<file path="src/core/sdb_regs.svh">
// timing counts, sizes and reset values of the sdram bank-state core
`ifndef SDB_REGS_SVH
`define SDB_REGS_SVH
// Notes on behaviour
// - clock enable takes effect two clocks later
// - clock enable low: power-down, inputs ignored, data hi-z
// - power-down accepts any level except clock enable
// - idle refresh starts auto or self refresh
// - mode-set loads standard or extended mode register
// - nop during burst: finish, stay row active
// - burst terminate ends plain burst, row active
// - read interrupts plain burst, new read burst
// - write interrupts plain burst, new write burst
// - precharge during plain burst ends it, precharges
// - auto-close burst finishes then precharges itself
// - precharge becomes idle after row precharge time
// - write recovery returns row active after time
// - no read/write to busy bank

`define SDB_CLK_NS     10
`define SDB_T_RP_NS    20
`define SDB_T_WR_NS    15
`define SDB_T_RCA_NS   70
`define SDB_T_MRD_NS   20
`define SDB_CYC(ns)    (((ns) + `SDB_CLK_NS - 1) / `SDB_CLK_NS)
`define SDB_RP_CYC     `SDB_CYC(`SDB_T_RP_NS)
`define SDB_WR_CYC     `SDB_CYC(`SDB_T_WR_NS)
`define SDB_RCA_CYC    `SDB_CYC(`SDB_T_RCA_NS)
`define SDB_MRD_CYC    `SDB_CYC(`SDB_T_MRD_NS)
`define SDB_BURST_LEN  4
`define SDB_CKE_LAT    2
`define SDB_CNT_W      8
`define SDB_MODE_RST   12'h000
`define SDB_EMODE_RST  12'h000
`define SDB_ADDR_W     12
`define SDB_DQ_W       16
`define SDB_NBANK      4

`endif

</file>
<file path="src/core/sdb_pkg.sv">
// types shared by the sdram bank-state core
package sdb_pkg;

  typedef enum logic [8:0] {
    SDB_IDLE    = 9'h001,
    SDB_ACTIVE  = 9'h002,
    SDB_READ    = 9'h004,
    SDB_WRITE   = 9'h008,
    SDB_READ_AP = 9'h010,
    SDB_WRIT_AP = 9'h020,
    SDB_PRECHG  = 9'h040,
    SDB_WREC    = 9'h080,
    SDB_WREC_AP = 9'h100
  } sdb_bank_e;

  typedef enum logic [2:0] {
    SDB_C_NOP,
    SDB_C_BST,
    SDB_C_READ,
    SDB_C_WRITE,
    SDB_C_OPEN,
    SDB_C_CLOSE,
    SDB_C_REF,
    SDB_C_MODE
  } sdb_cmd_e;

  typedef struct packed {
    logic cs_n;
    logic ras_n;
    logic cas_n;
    logic we_n;
  } sdb_pins_s;

  typedef struct packed {
    logic power_down;
    logic self_refresh;
    logic refresh_busy;
    logic mode_busy;
    logic illegal;
  } sdb_status_s;

endpackage

</file>
<file path="src/core/sdb_cke_pipe.sv">
// two-stage clock-enable pipeline
`timescale 1ns/1ps
`include "sdb_regs.svh"
module sdb_cke_pipe
  import sdb_pkg::*;
(
  input  wire logic clk_in,
  input  wire logic nrst_in,
  input  wire logic cke_in,
  output logic      run_out,
  output logic      wake_out
);

  logic [`SDB_CKE_LAT:0] pipe_q;
  logic [`SDB_CKE_LAT:0] pipe_d;

  // one extra stage to spot the effective rising edge
  always_comb begin
    pipe_d = {pipe_q[`SDB_CKE_LAT-1:0], cke_in};
  end

  always_ff @(posedge clk_in) begin
    if (!nrst_in) begin
      pipe_q <= '1;
    end else begin
      pipe_q <= pipe_d;
    end
  end

  assign run_out  = pipe_q[`SDB_CKE_LAT-1];
  assign wake_out = pipe_q[`SDB_CKE_LAT-1] & ~pipe_q[`SDB_CKE_LAT];

endmodule

</file>
<file path="src/core/sdb_bank.sv">
// state machine of one bank
`timescale 1ns/1ps
`include "sdb_regs.svh"
module sdb_bank
  import sdb_pkg::*;
(
  input  wire logic      clk_in,
  input  wire logic      nrst_in,
  input  wire logic      run_in,
  input  sdb_cmd_e       cmd_in,
  input  wire logic      sel_in,
  input  wire logic      ap_in,
  input  wire logic      close_all_banks_cmd_in,
  input  wire logic      other_rw_in,
  output sdb_bank_e      st_out,
  output logic           illegal_out
);

  typedef logic [`SDB_CNT_W-1:0] sdb_cnt_t;

  sdb_bank_e st_q;
  sdb_bank_e st_d;
  sdb_cnt_t  cnt_q;
  sdb_cnt_t  cnt_d;
  logic      ill;
  logic      hit_rw;
  logic      hit_close;

  localparam sdb_cnt_t BL_LD  = sdb_cnt_t'(`SDB_BURST_LEN - 1);
  localparam sdb_cnt_t RP_LD  = sdb_cnt_t'(`SDB_RP_CYC - 1);
  localparam sdb_cnt_t WR_LD  = sdb_cnt_t'(`SDB_WR_CYC - 1);

  function automatic logic is_rw(sdb_cmd_e c);
    return (c == SDB_C_READ) || (c == SDB_C_WRITE);
  endfunction

  function automatic sdb_cnt_t dec(sdb_cnt_t c);
    return (c == '0) ? c : c - sdb_cnt_t'(1);
  endfunction

  always_comb begin
    st_d      = st_q;
    cnt_d     = dec(cnt_q);
    ill       = 1'b0;
    hit_rw    = sel_in && is_rw(cmd_in);
    hit_close = (cmd_in == SDB_C_CLOSE) && (sel_in || close_all_banks_cmd_in);
    if (run_in) begin
      unique case (st_q)
        SDB_IDLE: begin
          if (cmd_in == SDB_C_OPEN && sel_in) st_d = SDB_ACTIVE;
          ill = hit_rw;
        end
        SDB_ACTIVE, SDB_READ, SDB_WRITE: begin
          if (st_q != SDB_ACTIVE && cnt_q == '0) begin
            st_d = SDB_ACTIVE;
            // a finished write still owes the row its recovery time
            if (st_q == SDB_WRITE) begin
              st_d  = SDB_WREC;
              cnt_d = WR_LD;
            end
          end
          if (st_q != SDB_ACTIVE && other_rw_in) begin
            st_d = SDB_ACTIVE;
          end
          if (st_q != SDB_ACTIVE && cmd_in == SDB_C_BST) begin
            st_d = SDB_ACTIVE;
          end
          if (hit_rw) begin
            cnt_d = BL_LD;
            if (cmd_in == SDB_C_READ) begin
              st_d = ap_in ? SDB_READ_AP : SDB_READ;
            end else begin
              st_d = ap_in ? SDB_WRIT_AP : SDB_WRITE;
            end
          end
          if (hit_close) begin
            st_d  = SDB_PRECHG;
            cnt_d = RP_LD;
          end
          ill = (cmd_in == SDB_C_OPEN && sel_in)
             || cmd_in == SDB_C_REF || cmd_in == SDB_C_MODE;
        end
        SDB_READ_AP, SDB_WRIT_AP: begin
          // a read or write to another bank cuts the burst short
          if (cnt_q == '0 || other_rw_in) begin
            if (st_q == SDB_READ_AP) begin
              st_d  = SDB_PRECHG;
              cnt_d = RP_LD;
            end else begin
              st_d  = SDB_WREC_AP;
              cnt_d = WR_LD;
            end
          end
          ill = cmd_in == SDB_C_BST || cmd_in == SDB_C_REF
             || cmd_in == SDB_C_MODE || hit_rw
             || (cmd_in == SDB_C_OPEN && sel_in)
             || (cmd_in == SDB_C_CLOSE && (sel_in || close_all_banks_cmd_in));
        end
        SDB_PRECHG, SDB_WREC, SDB_WREC_AP: begin
          if (cnt_q == '0) begin
            unique case (st_q)
              SDB_PRECHG: st_d = SDB_IDLE;
              SDB_WREC:   st_d = SDB_ACTIVE;
              default: begin
                st_d  = SDB_PRECHG;
                cnt_d = RP_LD;
              end
            endcase
          end
          ill = cmd_in == SDB_C_BST || cmd_in == SDB_C_REF
             || cmd_in == SDB_C_MODE || hit_rw
             || (cmd_in == SDB_C_OPEN && sel_in)
             || (st_q != SDB_PRECHG && hit_close);
        end
        default: begin
          st_d = SDB_IDLE;
        end
      endcase
    end else begin
      // frozen while powered down
      cnt_d = cnt_q;
    end
  end

  always_ff @(posedge clk_in) begin
    if (!nrst_in) begin
      st_q  <= SDB_IDLE;
      cnt_q <= '0;
    end else begin
      st_q  <= st_d;
      cnt_q <= cnt_d;
    end
  end

  assign st_out      = st_q;
  assign illegal_out = ill;

endmodule

</file>
<file path="src/core/sdb_top.sv">
// command decode, bank tracking and power-down of the sdram device
`timescale 1ns/1ps
`include "sdb_regs.svh"
module sdb_top
  import sdb_pkg::*;
(
  input  wire logic                    clk_in,
  input  wire logic                    nrst_in,
  input  wire logic                    cke_in,
  input  sdb_pins_s                    pins_in,
  input  wire logic [`SDB_ADDR_W-1:0]  addr_in,
  input  wire logic                    bank_select_lo_in,
  input  wire logic                    bank_select_hi_in,
  input  wire logic                    upper_byte_mask_in,
  input  wire logic                    lower_byte_mask_in,
  input  wire logic [`SDB_DQ_W-1:0]    dq_in,
  output logic [`SDB_DQ_W-1:0]         dq_out,
  output logic                         dq_oe_out,
  output sdb_bank_e [`SDB_NBANK-1:0]   bank_state_out,
  output logic [`SDB_ADDR_W-1:0]       mode_out,
  output logic [`SDB_ADDR_W-1:0]       ext_mode_out,
  output sdb_status_s                  status_out
);

  typedef logic [`SDB_CNT_W-1:0] sdb_cnt_t;

  localparam sdb_cnt_t RCA_LD = sdb_cnt_t'(`SDB_RCA_CYC - 1);
  localparam sdb_cnt_t MRD_LD = sdb_cnt_t'(`SDB_MRD_CYC - 1);
  localparam int       AP_BIT = 10;

  logic                   run;
  logic                   wake;
  sdb_cmd_e               cmd;
  logic [1:0]             bank;
  logic                   ap;
  logic [`SDB_NBANK-1:0]  sel;
  logic [`SDB_NBANK-1:0]  bank_ill;
  logic                   all_idle;
  logic                   any_read;
  logic                   any_write;
  logic                   any_rw;
  logic                   glob_ill;
  sdb_bank_e [`SDB_NBANK-1:0] burst_terminate_cmd;

  logic [`SDB_ADDR_W-1:0] mode_q;
  logic [`SDB_ADDR_W-1:0] mode_d;
  logic [`SDB_ADDR_W-1:0] emode_q;
  logic [`SDB_ADDR_W-1:0] emode_d;
  sdb_cnt_t               ref_cnt_q;
  sdb_cnt_t               ref_cnt_d;
  logic                   ref_busy_q;
  logic                   ref_busy_d;
  sdb_cnt_t               mrd_cnt_q;
  sdb_cnt_t               mrd_cnt_d;
  logic                   mrd_busy_q;
  logic                   mrd_busy_d;
  logic                   sref_q;
  logic                   sref_d;
  logic                   ill_q;
  logic                   ill_d;
  logic [`SDB_DQ_W-1:0]   word_q;
  logic [`SDB_DQ_W-1:0]   word_d;
  logic [`SDB_DQ_W-1:0]   dq_q;
  logic [`SDB_DQ_W-1:0]   dq_d;
  logic                   oe_q;
  logic                   oe_d;

  // strobes sampled on the rising edge; a deselect is a plain nop
  function automatic sdb_cmd_e decode(sdb_pins_s p);
    sdb_cmd_e c;
    c = SDB_C_NOP;
    if (!p.cs_n) begin
      unique case ({p.ras_n, p.cas_n, p.we_n})
        3'h7: c = SDB_C_NOP;
        3'h6: c = SDB_C_BST;
        3'h5: c = SDB_C_READ;
        3'h4: c = SDB_C_WRITE;
        3'h3: c = SDB_C_OPEN;
        3'h2: c = SDB_C_CLOSE;
        3'h1: c = SDB_C_REF;
        3'h0: c = SDB_C_MODE;
      endcase
    end
    return c;
  endfunction

  function automatic logic [`SDB_DQ_W-1:0] merge(
    logic [`SDB_DQ_W-1:0] old_w,
    logic [`SDB_DQ_W-1:0] new_w,
    logic                 um,
    logic                 lm
  );
    logic [`SDB_DQ_W-1:0] r;
    r = old_w;
    if (!um) r[15:8] = new_w[15:8];
    if (!lm) r[7:0]  = new_w[7:0];
    return r;
  endfunction

  sdb_cke_pipe u_cke (
    .clk_in   (clk_in),
    .nrst_in  (nrst_in),
    .cke_in   (cke_in),
    .run_out  (run),
    .wake_out (wake)
  );

  // every pin other than clock enable is dropped while powered down
  assign cmd  = (run && !sref_q) ? decode(pins_in) : SDB_C_NOP;
  assign bank = {bank_select_hi_in, bank_select_lo_in};
  assign ap   = addr_in[AP_BIT];
  assign any_rw = cmd == SDB_C_READ || cmd == SDB_C_WRITE;

  genvar gi;
  generate
    for (gi = 0; gi < `SDB_NBANK; gi++) begin : g_bank
      assign sel[gi] = (bank == 2'(gi));
      sdb_bank u_bank (
        .clk_in      (clk_in),
        .nrst_in     (nrst_in),
        .run_in      (run && !sref_q),
        .cmd_in      (cmd),
        .sel_in      (sel[gi]),
        .ap_in       (ap),
        .close_all_banks_cmd_in     (ap),
        .other_rw_in (any_rw && !sel[gi]),
        .st_out      (burst_terminate_cmd[gi]),
        .illegal_out (bank_ill[gi])
      );
    end
  endgenerate

  always_comb begin
    all_idle  = 1'b1;
    any_read  = 1'b0;
    any_write = 1'b0;
    for (int i = 0; i < `SDB_NBANK; i++) begin
      all_idle  = all_idle && (burst_terminate_cmd[i] == SDB_IDLE);
      any_read  = any_read || burst_terminate_cmd[i] == SDB_READ
               || burst_terminate_cmd[i] == SDB_READ_AP;
      any_write = any_write || burst_terminate_cmd[i] == SDB_WRITE
               || burst_terminate_cmd[i] == SDB_WRIT_AP;
    end
  end

  // refresh, mode-set and their busy windows
  always_comb begin
    mode_d     = mode_q;
    emode_d    = emode_q;
    ref_cnt_d  = (ref_cnt_q == '0) ? ref_cnt_q : ref_cnt_q - sdb_cnt_t'(1);
    ref_busy_d = ref_busy_q && (ref_cnt_q != '0);
    mrd_cnt_d  = (mrd_cnt_q == '0) ? mrd_cnt_q : mrd_cnt_q - sdb_cnt_t'(1);
    mrd_busy_d = mrd_busy_q && (mrd_cnt_q != '0);
    sref_d     = sref_q;
    glob_ill   = 1'b0;
    if (sref_q && wake) begin
      sref_d = 1'b0;
    end
    if (ref_busy_q || mrd_busy_q) begin
      glob_ill = (cmd != SDB_C_NOP);
    end else if (cmd == SDB_C_REF) begin
      if (all_idle) begin
        if (!cke_in) begin
          sref_d = 1'b1;
        end else begin
          ref_busy_d = 1'b1;
          ref_cnt_d  = RCA_LD;
        end
      end else begin
        glob_ill = 1'b1;
      end
    end else if (cmd == SDB_C_MODE) begin
      if (all_idle) begin
        mrd_busy_d = 1'b1;
        mrd_cnt_d  = MRD_LD;
        if (!bank_select_hi_in && !bank_select_lo_in) begin
          mode_d = addr_in;
        end else if (!bank_select_hi_in) begin
          emode_d = addr_in;
        end else begin
          glob_ill = 1'b1;
        end
      end else begin
        glob_ill = 1'b1;
      end
    end
    ill_d = glob_ill || (|bank_ill);
  end

  // one-word data latch stands in for the cell array
  always_comb begin
    word_d = word_q;
    dq_d   = dq_q;
    oe_d   = 1'b0;
    if (run && !sref_q) begin
      if (any_write || cmd == SDB_C_WRITE) begin
        word_d = merge(word_q, dq_in, upper_byte_mask_in,
                       lower_byte_mask_in);
      end
      oe_d = any_read && (cmd == SDB_C_NOP || cmd == SDB_C_READ);
      dq_d = word_q;
    end
  end

  always_ff @(posedge clk_in) begin
    if (!nrst_in) begin
      mode_q     <= `SDB_MODE_RST;
      emode_q    <= `SDB_EMODE_RST;
      ref_cnt_q  <= '0;
      ref_busy_q <= 1'b0;
      mrd_cnt_q  <= '0;
      mrd_busy_q <= 1'b0;
      sref_q     <= 1'b0;
      ill_q      <= 1'b0;
      word_q     <= '0;
      dq_q       <= '0;
      oe_q       <= 1'b0;
    end else begin
      mode_q     <= mode_d;
      emode_q    <= emode_d;
      ref_cnt_q  <= ref_cnt_d;
      ref_busy_q <= ref_busy_d;
      mrd_cnt_q  <= mrd_cnt_d;
      mrd_busy_q <= mrd_busy_d;
      sref_q     <= sref_d;
      ill_q      <= ill_d;
      word_q     <= word_d;
      dq_q       <= dq_d;
      oe_q       <= oe_d;
    end
  end

  // data pins released the moment power-down takes effect
  assign dq_out         = dq_q;
  assign dq_oe_out      = oe_q && run && !sref_q;
  assign bank_state_out = burst_terminate_cmd;
  assign mode_out       = mode_q;
  assign ext_mode_out   = emode_q;
  assign status_out     = '{power_down:   !run,
                            self_refresh: sref_q,
                            refresh_busy: ref_busy_q,
                            mode_busy:    mrd_busy_q,
                            illegal:      ill_q};

endmodule

</file>
<file path="config.mk">
export PLATFORM = sky130hd
export DESIGN_NAME = sdb_top
export DESIGN_NICKNAME = d
export VERILOG_FILES = /design/src/core/sdb_pkg.sv /design/src/core/sdb_cke_pipe.sv /design/src/core/sdb_bank.sv /design/src/core/sdb_top.sv
export VERILOG_INCLUDE_DIRS = /design/src /design/src/core
export SDC_FILE = /design/constraint.sdc
export NUM_CORES = 1
export LEC_CHECK = 0
export BUFFER_PORTS_ARGS = -buffer_cell sky130_fd_sc_hd__buf_2
export CAP_MARGIN = 20
export CORE_MARGIN = 10
export CORE_UTILIZATION = 42
export DETAILED_ROUTE_END_ITERATION = 8
export PLACE_DENSITY = 0.63
export SYNTH_ARGS = -nofsm -noshare
export SYNTH_HDL_FRONTEND = slang
export SYNTH_SLANG_ARGS = --single-unit
</file>
<file path="constraint.sdc">
create_clock -name clk_in -period 3.17 [get_ports clk_in]
set_clock_uncertainty 0.1 [all_clocks]
set_input_delay 0 -clock clk_in [delete_from_list [all_inputs] [get_ports clk_in]]
set_output_delay 0 -clock clk_in [all_outputs]
set_load 0.01 [all_outputs]
</file>
### Yosys cells after proc, flatten, opt, wreduce, memory -nomap -nowiden

Memory sizes are Yosys's and may differ from the RTL's.
Index checks and enable logic that the tools add are counted.

| word-level totals | value |
|---|---|
| register bits after elaboration | 148 |
| bits in read-only memories | 24 |
| input bits | 39 |
| output and inout bits | 82 |
| logic and storage cells | 374 |
| memories | 1 |

| cells by class | value |
|---|---|
| add/sub/neg operators | 6 |
| equality and inequality tests | 70 |
| mux-type cells | 127 |
| bitwise gates (word level) | 8 |
| reductions and logical operators | 141 |

Memories:

| name | words | width | read ports | clocked after Yosys merged registers in | wr ports | line | RTL |
|---|---|---|---|---|---|---|---|
| (no name shown) | 8 | 3 | 1 | 0 | 0 | sdb_top.sv:73 | `unique case ({p.ras_n, p.cas_n, p.we_n})` |

Operators by type and width:

| kind | number |
|---|---|
| $mux W8 | 46 |
| $mux W9 | 37 |
| $pmux W9 S4 | 4 |
| $pmux W8 S3 | 4 |
| $pmux W7 S2 | 4 |
| $logic_or A1 B1 Y1 | 53 |
| $logic_not A8 Y1 | 6 |
| $sub A8 B1 Y8 const B | 6 |
| $logic_and A1 B1 Y1 | 43 |
| $eq A9 B1 Y1 const B | 4 |
| $eq A9 B2 Y1 const B | 4 |
| $eq A9 B3 Y1 const B | 4 |
| $eq A9 B4 Y1 const B | 4 |
| $eq A9 B5 Y1 const B | 4 |
| $eq A9 B6 Y1 const B | 4 |
| $eq A9 B7 Y1 const B | 4 |
| $eq A9 B8 Y1 const B | 4 |
| $eq A9 B9 Y1 const B | 4 |
| $ne A9 B2 Y1 const B | 4 |
| $ne A9 B7 Y1 const B | 4 |
| $reduce_and A5 Y1 | 5 |
| $mux W1 | 24 |
| $ne A2 B1 Y1 const B | 12 |
| $ne A6 B1 Y1 const B | 4 |
| 22 further kinds | 60 |

### Logic depth before layout (Yosys ltp)

| logic depth | value |
|---|---|
| depth after elaboration | 13 |
| gate-level depth with buffers | 11 |
| mapped depth without buffers | 9 |

### Hierarchy

From an unflattened synthesis, not the netlist that was laid out.

| unflattened totals | value |
|---|---|
| cells, all modules | 1106 |
| area, all modules | 9288.9 sq um |

By module, submodules not included:

| module | instances | cells each | area each (sq um) | seq. area each (sq um) |
|---|---|---|---|---|
| sdb_bank | 4 | 178 | 1423.9 | 340.3 |
| sdb_top | 1 | 387 | 3500.9 | 1541.5 |
| sdb_cke_pipe | 1 | 7 | 92.6 | 60.1 |

### Least setup slack after synthesis

Ideal clock, no wire load.

| timing | value |
|---|---|
| kind | register to register |
| start point | reg g_bank[3].u_bank.cnt_q[0] |
| end point | reg g_bank[3].u_bank.cnt_q[2] |
| setup time | 0.122 ns |
| data arrival time | 2.568 ns |
| required time | 2.948 ns |
| path slack | 0.380 ns |
| cell stages (with the launch flop) | 12 |
| buffers on the path | 2 |
| period minus slack after synthesis | 2.790 ns |
| cell sequence | dfxtp_1 > inv_1 > ha_1 > or4b_4 > or4_1 > buf_2 > a31oi_1 > o31ai_1 > or3_1 > buf_6 > a31oi_4 > mux2i_1 |

| between the ends | value |
|---|---|
| word-level cells in the longest chain between the ends | 7 |
| elaborated cells between the ends (all ways) | 13 |
| those cells by class | 1 x add/sub; 9 x mux; 3 x reduce/logical |

Ends and longest elaborated chain:

| element | line | RTL |
|---|---|---|
| start, declared | sdb_bank.sv:23 | `sdb_cnt_t cnt_q;` |
| start signal, assigned | sdb_bank.sv:131 | `cnt_q <= cnt_d;` |
| $sub A8 B1 Y8 or $logic_not A8 Y1 (tied branches) | sdb_bank.sv:38, sdb_bank.sv:54, sdb_bank.sv:85 |  |
| $mux W8 | sdb_bank.sv:38 | `return (c == '0) ? c : c - sdb_cnt_t'(1);` |
| $mux W8 | sdb_bank.sv:57 | `if (st_q == SDB_WRITE) begin` |
| $mux W8 | sdb_bank.sv:54 | `if (st_q != SDB_ACTIVE && cnt_q == '0) begin` |
| $mux W8 | sdb_bank.sv:68 | `if (hit_rw) begin` |
| $mux W8 | sdb_bank.sv:76 | `if (hit_close) begin` |
| $pmux W8 S3 (*) | sdb_bank.sv:48 | `unique case (st_q)` |

Every way passes the cells marked *; elsewhere a longest branch is shown, timed or not.
A chain may end at the register's enable or synchronous reset.

### Worst setup path after layout

| timing | value |
|---|---|
| start point | reg g_bank[2].u_bank.st_q[8] |
| end point | reg word_q[4] |

| between the ends | value |
|---|---|
| word-level cells in the longest chain between the ends | 7 |
| elaborated cells between the ends (all ways) | 8 |
| those cells by class | 2 x eq/ne; 6 x reduce/logical |

Ends and longest elaborated chain:

| element | line | RTL |
|---|---|---|
| start, declared | sdb_bank.sv:21 | `sdb_bank_e st_q;` |
| start signal, assigned | sdb_bank.sv:130 | `st_q <= st_d;` |
| $eq A9 B4 Y1 | sdb_top.sv:141 | `any_write = any_write \|\| burst_terminate_cmd[i] == SDB_WRITE` |
| $logic_or A1 B1 Y1 | sdb_top.sv:141 |  |
| $logic_or A1 B1 Y1 (*) | sdb_top.sv:142 | `\|\| burst_terminate_cmd[i] == SDB_WRIT_AP;` |
| $logic_or A1 B1 Y1 (*) | sdb_top.sv:141 |  |
| $logic_or A1 B1 Y1 (*) | sdb_top.sv:142 |  |
| $logic_or A1 B1 Y1 (*) | sdb_top.sv:196 | `if (any_write \|\| cmd == SDB_C_WRITE) begin` |
| $reduce_and A3 Y1 (no source line) (*) | n/a |  |
| end signal, assigned | sdb_top.sv:227 | `word_q <= word_d;` |
| end, declared | sdb_top.sv:61 | `` logic [`SDB_DQ_W-1:0] word_q; `` |

Marks and branches as above.

==> impl_metrics.py <==
metrics = {
    "logic_synthesis": {
        "ys_warn_count": 0,
        "ys_async_sr_fraction_pct": 0,
        "synth_edf_count": 0,
        "avgSynthCellArea_um2": 7.68,
        "synth_cells": 1074,
        "netlist-cell-type-count": 78,
        "yosysSeqAreaShare_pct": 35.9,
        "ys.flop_type": "dfxtp_1",
        "netlist_area_um2": 8250,
        "ys_ff_latch": 148,
        "syn_nets": 1123,
    },
    "hold_path": {
        "min_from": "bank_select_lo_in",
        "hold_path_end": "g_bank[3].u_bank.st_out[2]",
        "worstHoldPathType": "in -> reg",
        "whs_path_depth": 4,
    },
    "global_route": {
        "grt_pass1_wl_mm": 42.5,
        "track_usage_pct": 19.8,
        "grt_antenna_before_repair": 0,
        "grt_pass1_vias": 8102,
        "grt_max_degree": 70,
        "gr-total-overflow": 0,
    },
    "setup_path": {
        "path_cells": "nor3_1 -> buf_4 -> nand4b_1 -> o2111ai_1 -> nor3_1 -> nor3_2 -> buf_4 -> nand3_1 -> dlygate4sd3_1 -> o21ai_0",
        "worst_r2r_path_depth": 10,
        "cp_top_family": "simple AND/OR/NAND/NOR gates",
        "crit_slowest_cell": "nor3_1",
        "worstPathRequired_ns": 3.39,
        "max_stage_delay_ns": 0.59,
        "reg2reg_to": "word_q[4]",
        "crit_type": "reg -> reg",
        "r2r-start": "g_bank[2].u_bank.st_out[8]",
        "end_kind": "register",
        "cp_max_fo": 16,
        "cp.arrival_ns": 3.28,
        "start_kind": "register",
        "r2r_slack_ns": 0.10,
        "path_buf_inv": 3,
    },
    "clocking": {
        "cts.clk_slew.worst_paths_ns": 0.06,
        "cts_made_buffers": 17,
        "cts_tree": "yes",
        "cts_root_buffer": "clkbuf_16",
        "clock_latency_ns": 0.44,
        "cts-htree-levels": 4,
        "cts_max_path_buffers": 2,
        "cts.sinks": 148,
    },
    "sta": {
        "holdWs_ns": 0.0597,
        "setup_slack_ns": 0.102,
        "relSlewSlack_pct": 34.0,
        "setup_violations": 0,
        "hold_viol": 0,
        "max_freq_ghz": 0.326,
        "min_period_over_period_pct": 96.8,
        "final_max_slew_viol_count": 0,
        "finalCriticalPeriod_ns": 3.07,
        "worstMarginPinSlew_ns": 0.986,
        "tns_ns": 0,
    },
    "die": {
        "start_util_pct": 42.5,
        "core_region_area_um2": 19400,
        "die_h_um": 160,
        "die_w_um": 160,
        "die-area_um2": 25700,
        "ioPinCount": 121,
        "rows": 51,
    },
    "power_and_ir_drop": {
        "ir_drop_uv": 408,
        "finalPower_mw": 7.63,
        "leakage_nw": 4.12,
        "power-per-cell-area_nw_per_um2": 739,
    },
    "drt": {
        "wl_mm": 25.8,
        "dr_total_vias": 8438,
        "detail-route-antenna-nets": 0,
        "drc": 0,
        "via_per_inst": 5.58,
        "first_pass_iters": 8,
        "drtIter0Drc": 740,
        "wl_per_cell_um": 17.0,
    },
    "placement": {
        "placed_area_um2": 9200,
        "place.gp.congestion": 0.942,
        "place_hpwl_mm": 18.0,
        "numPortBuffers": 120,
        "dpl_worst_slack_ns": 0.132,
    },
    "flow_run": {
        "drv_cap": 0,
    },
    "cells_and_area": {
        "n_fill_cell": 1891,
        "final_nets": 1282,
        "drive_gt1_share_pct": 17.5,
        "areaGrowthSynthToFinish_pct": 25.1,
        "postLayoutCellArea_um2": 10300,
    },
    "run_status": {
        "outcome": "finished clean",
    },
}
==> sequential cells by signal (all words and copies together), names as in the netlist, 3 cells and up <==
| register | flops |
|---|---|
| dq_out | 16 |
| ext_mode_out | 12 |
| g_bank.u_bank.cnt_q | 32 |
| g_bank.u_bank.st_out | 36 |
| mode_out | 12 |
| mrd_cnt_q | 8 |
| ref_cnt_q | 8 |
| u_cke.pipe_q | 3 |
| word_q | 16 |
==> cells in the final DEF, fill, tap and decap left out, drive strengths merged, types with 8 or more instances in the layout <==
master and count:
a21oi 65, a31oi 18, and3 11, buf 157, clkbuf 18, dfxtp 148, dlygate4sd3 47, ha 10
inv 32, mux2i 32, nand2 132, nand2b 21, nand3 49, nand3b 13, nand4 12, nand4b 10
nor2 129, nor2b 18, nor3 45, nor4 17, o21ai 78, or3 9, or4 8, xnor2 14
xor2 22
==> routing by layer <==
layer  up-vias  track usage [%]  part of all wire, %
met2       334             31.3                   46
met3        52             5.19                  7.5
li1       4155                -                    -
met1      3897             25.2                   44
met5         -                0                    0
met4         0             7.72                  2.5
==> how the worst max path moves through the flow <==
stage                                    start                         to  slack (ns)  cells past startpoint
finish              g_bank[2].u_bank.st_out[8]                  word_q[4]        0.10                     10
global placement     g_bank[3].u_bank.cnt_q[0]  g_bank[3].u_bank.cnt_q[5]        0.22                      9
CTS                 g_bank[2].u_bank.st_out[0]                  word_q[4]        0.07                      9
global route        g_bank[2].u_bank.st_out[0]                 word_q[11]       -0.02                      8
floorplan            g_bank[3].u_bank.cnt_q[0]  g_bank[3].u_bank.cnt_q[2]        0.38                     11
detailed placement   g_bank[3].u_bank.cnt_q[0]  g_bank[3].u_bank.cnt_q[5]        0.13                      9
==> through the flow <==
step | instances | utilization [%]
6_report | 1511 | 53.2
5_1_grt | 1510 | 53.2
4_1_cts | 1509 | 53.1
3_5_place_dp | 1431 | 47.4
3_3_place_gp | 1431 | 47.4
2_1_floorplan | 1074 | -
==> Yosys cell counts (5+ instances only) <==
cell / number / share of area, %
dfxtp_1: 148 / 36
nand2_1: 132 / 6.0
nor2_1: 127 / 5.8
o21ai_0: 71 / 4.3
a21oi_1: 64 / 3.9
clkbuf_1: 50 / 2.3
nand3_1: 49 / 3.0
nor3_1: 41 / 2.5
mux2i_1: 32 / 3.9
inv_1: 27 / 1.2
xor2_1: 22 / 2.3
nand2b_1: 21 / 1.6
nor2b_1: 18 / 1.4
a31oi_1: 17 / 1.3
nor4_1: 16 / 1.2
xnor2_1: 14 / 1.5
nand3b_1: 13 / 1.2
nand4_1: 12 / 0.91
and3_1: 11 / 0.83
ha_1: 10 / 1.5
nand4b_1: 9 / 0.96
or3_1: 9 / 0.68
or4_1: 8 / 0.73
a211oi_1: 7 / 0.64
and2_1: 7 / 0.53
buf_2: 7 / 0.42
o211ai_1: 7 / 0.64
o21ai_1: 7 / 0.42
o22ai_1: 7 / 0.53
buf_4: 6 / 0.55
or2_2: 6 / 0.45
a21o_1: 5 / 0.45
o31a_1: 5 / 0.53
==> what timing repair did <==
action	4_1_cts	5_1_grt
hold buffers	47	0
endpoints found under the hold margin	57	0
setup buffers	0	1
resized for setup	0	4
setup endpoints to repair	0	16
==> worst min-delay path, cell delays in order <==
cell	delay [ns]
buf_2	0.16
and2_1	0.18
nand4_1	0.10
o22ai_1	0.08
==> cells by family (layout without fill, tap and decap cells) <==
logic type      Yosys count  in the layout  share of synthesized area (%)
compound gates          246            246                           18.7
xor+xnor                 36             36                           3.82
fa+ha+maj                10             10                           1.52
buf+inv                  92            263                           4.65
flops                   148            148                           35.9
mux                      34             34                           4.15
other cells               0              1                              0
simple gates            508            508                           31.3
==> report_power, final <==
group | switching [mW] | internal, mW | total, mW
clock network | 0.857 | 1.35 | 2.20
registers | 0.335 | 2.16 | 2.50
logic | 1.63 | 1.30 | 2.93
==> area by class of cell <==
type	count	area [um^2]	share of cell area, %
repair buffers	204	1360	13.2
diodes	1	2.50	0.0242
clock buffers	18	439	4.25
clock inverters	13	195	1.89
flip-flops and latches	148	2960	28.7
multi-input cells	834	4930	47.7
inverters	28	105	1.02
well taps	265	332	3.21
Power figures use the tool's default switching activity.
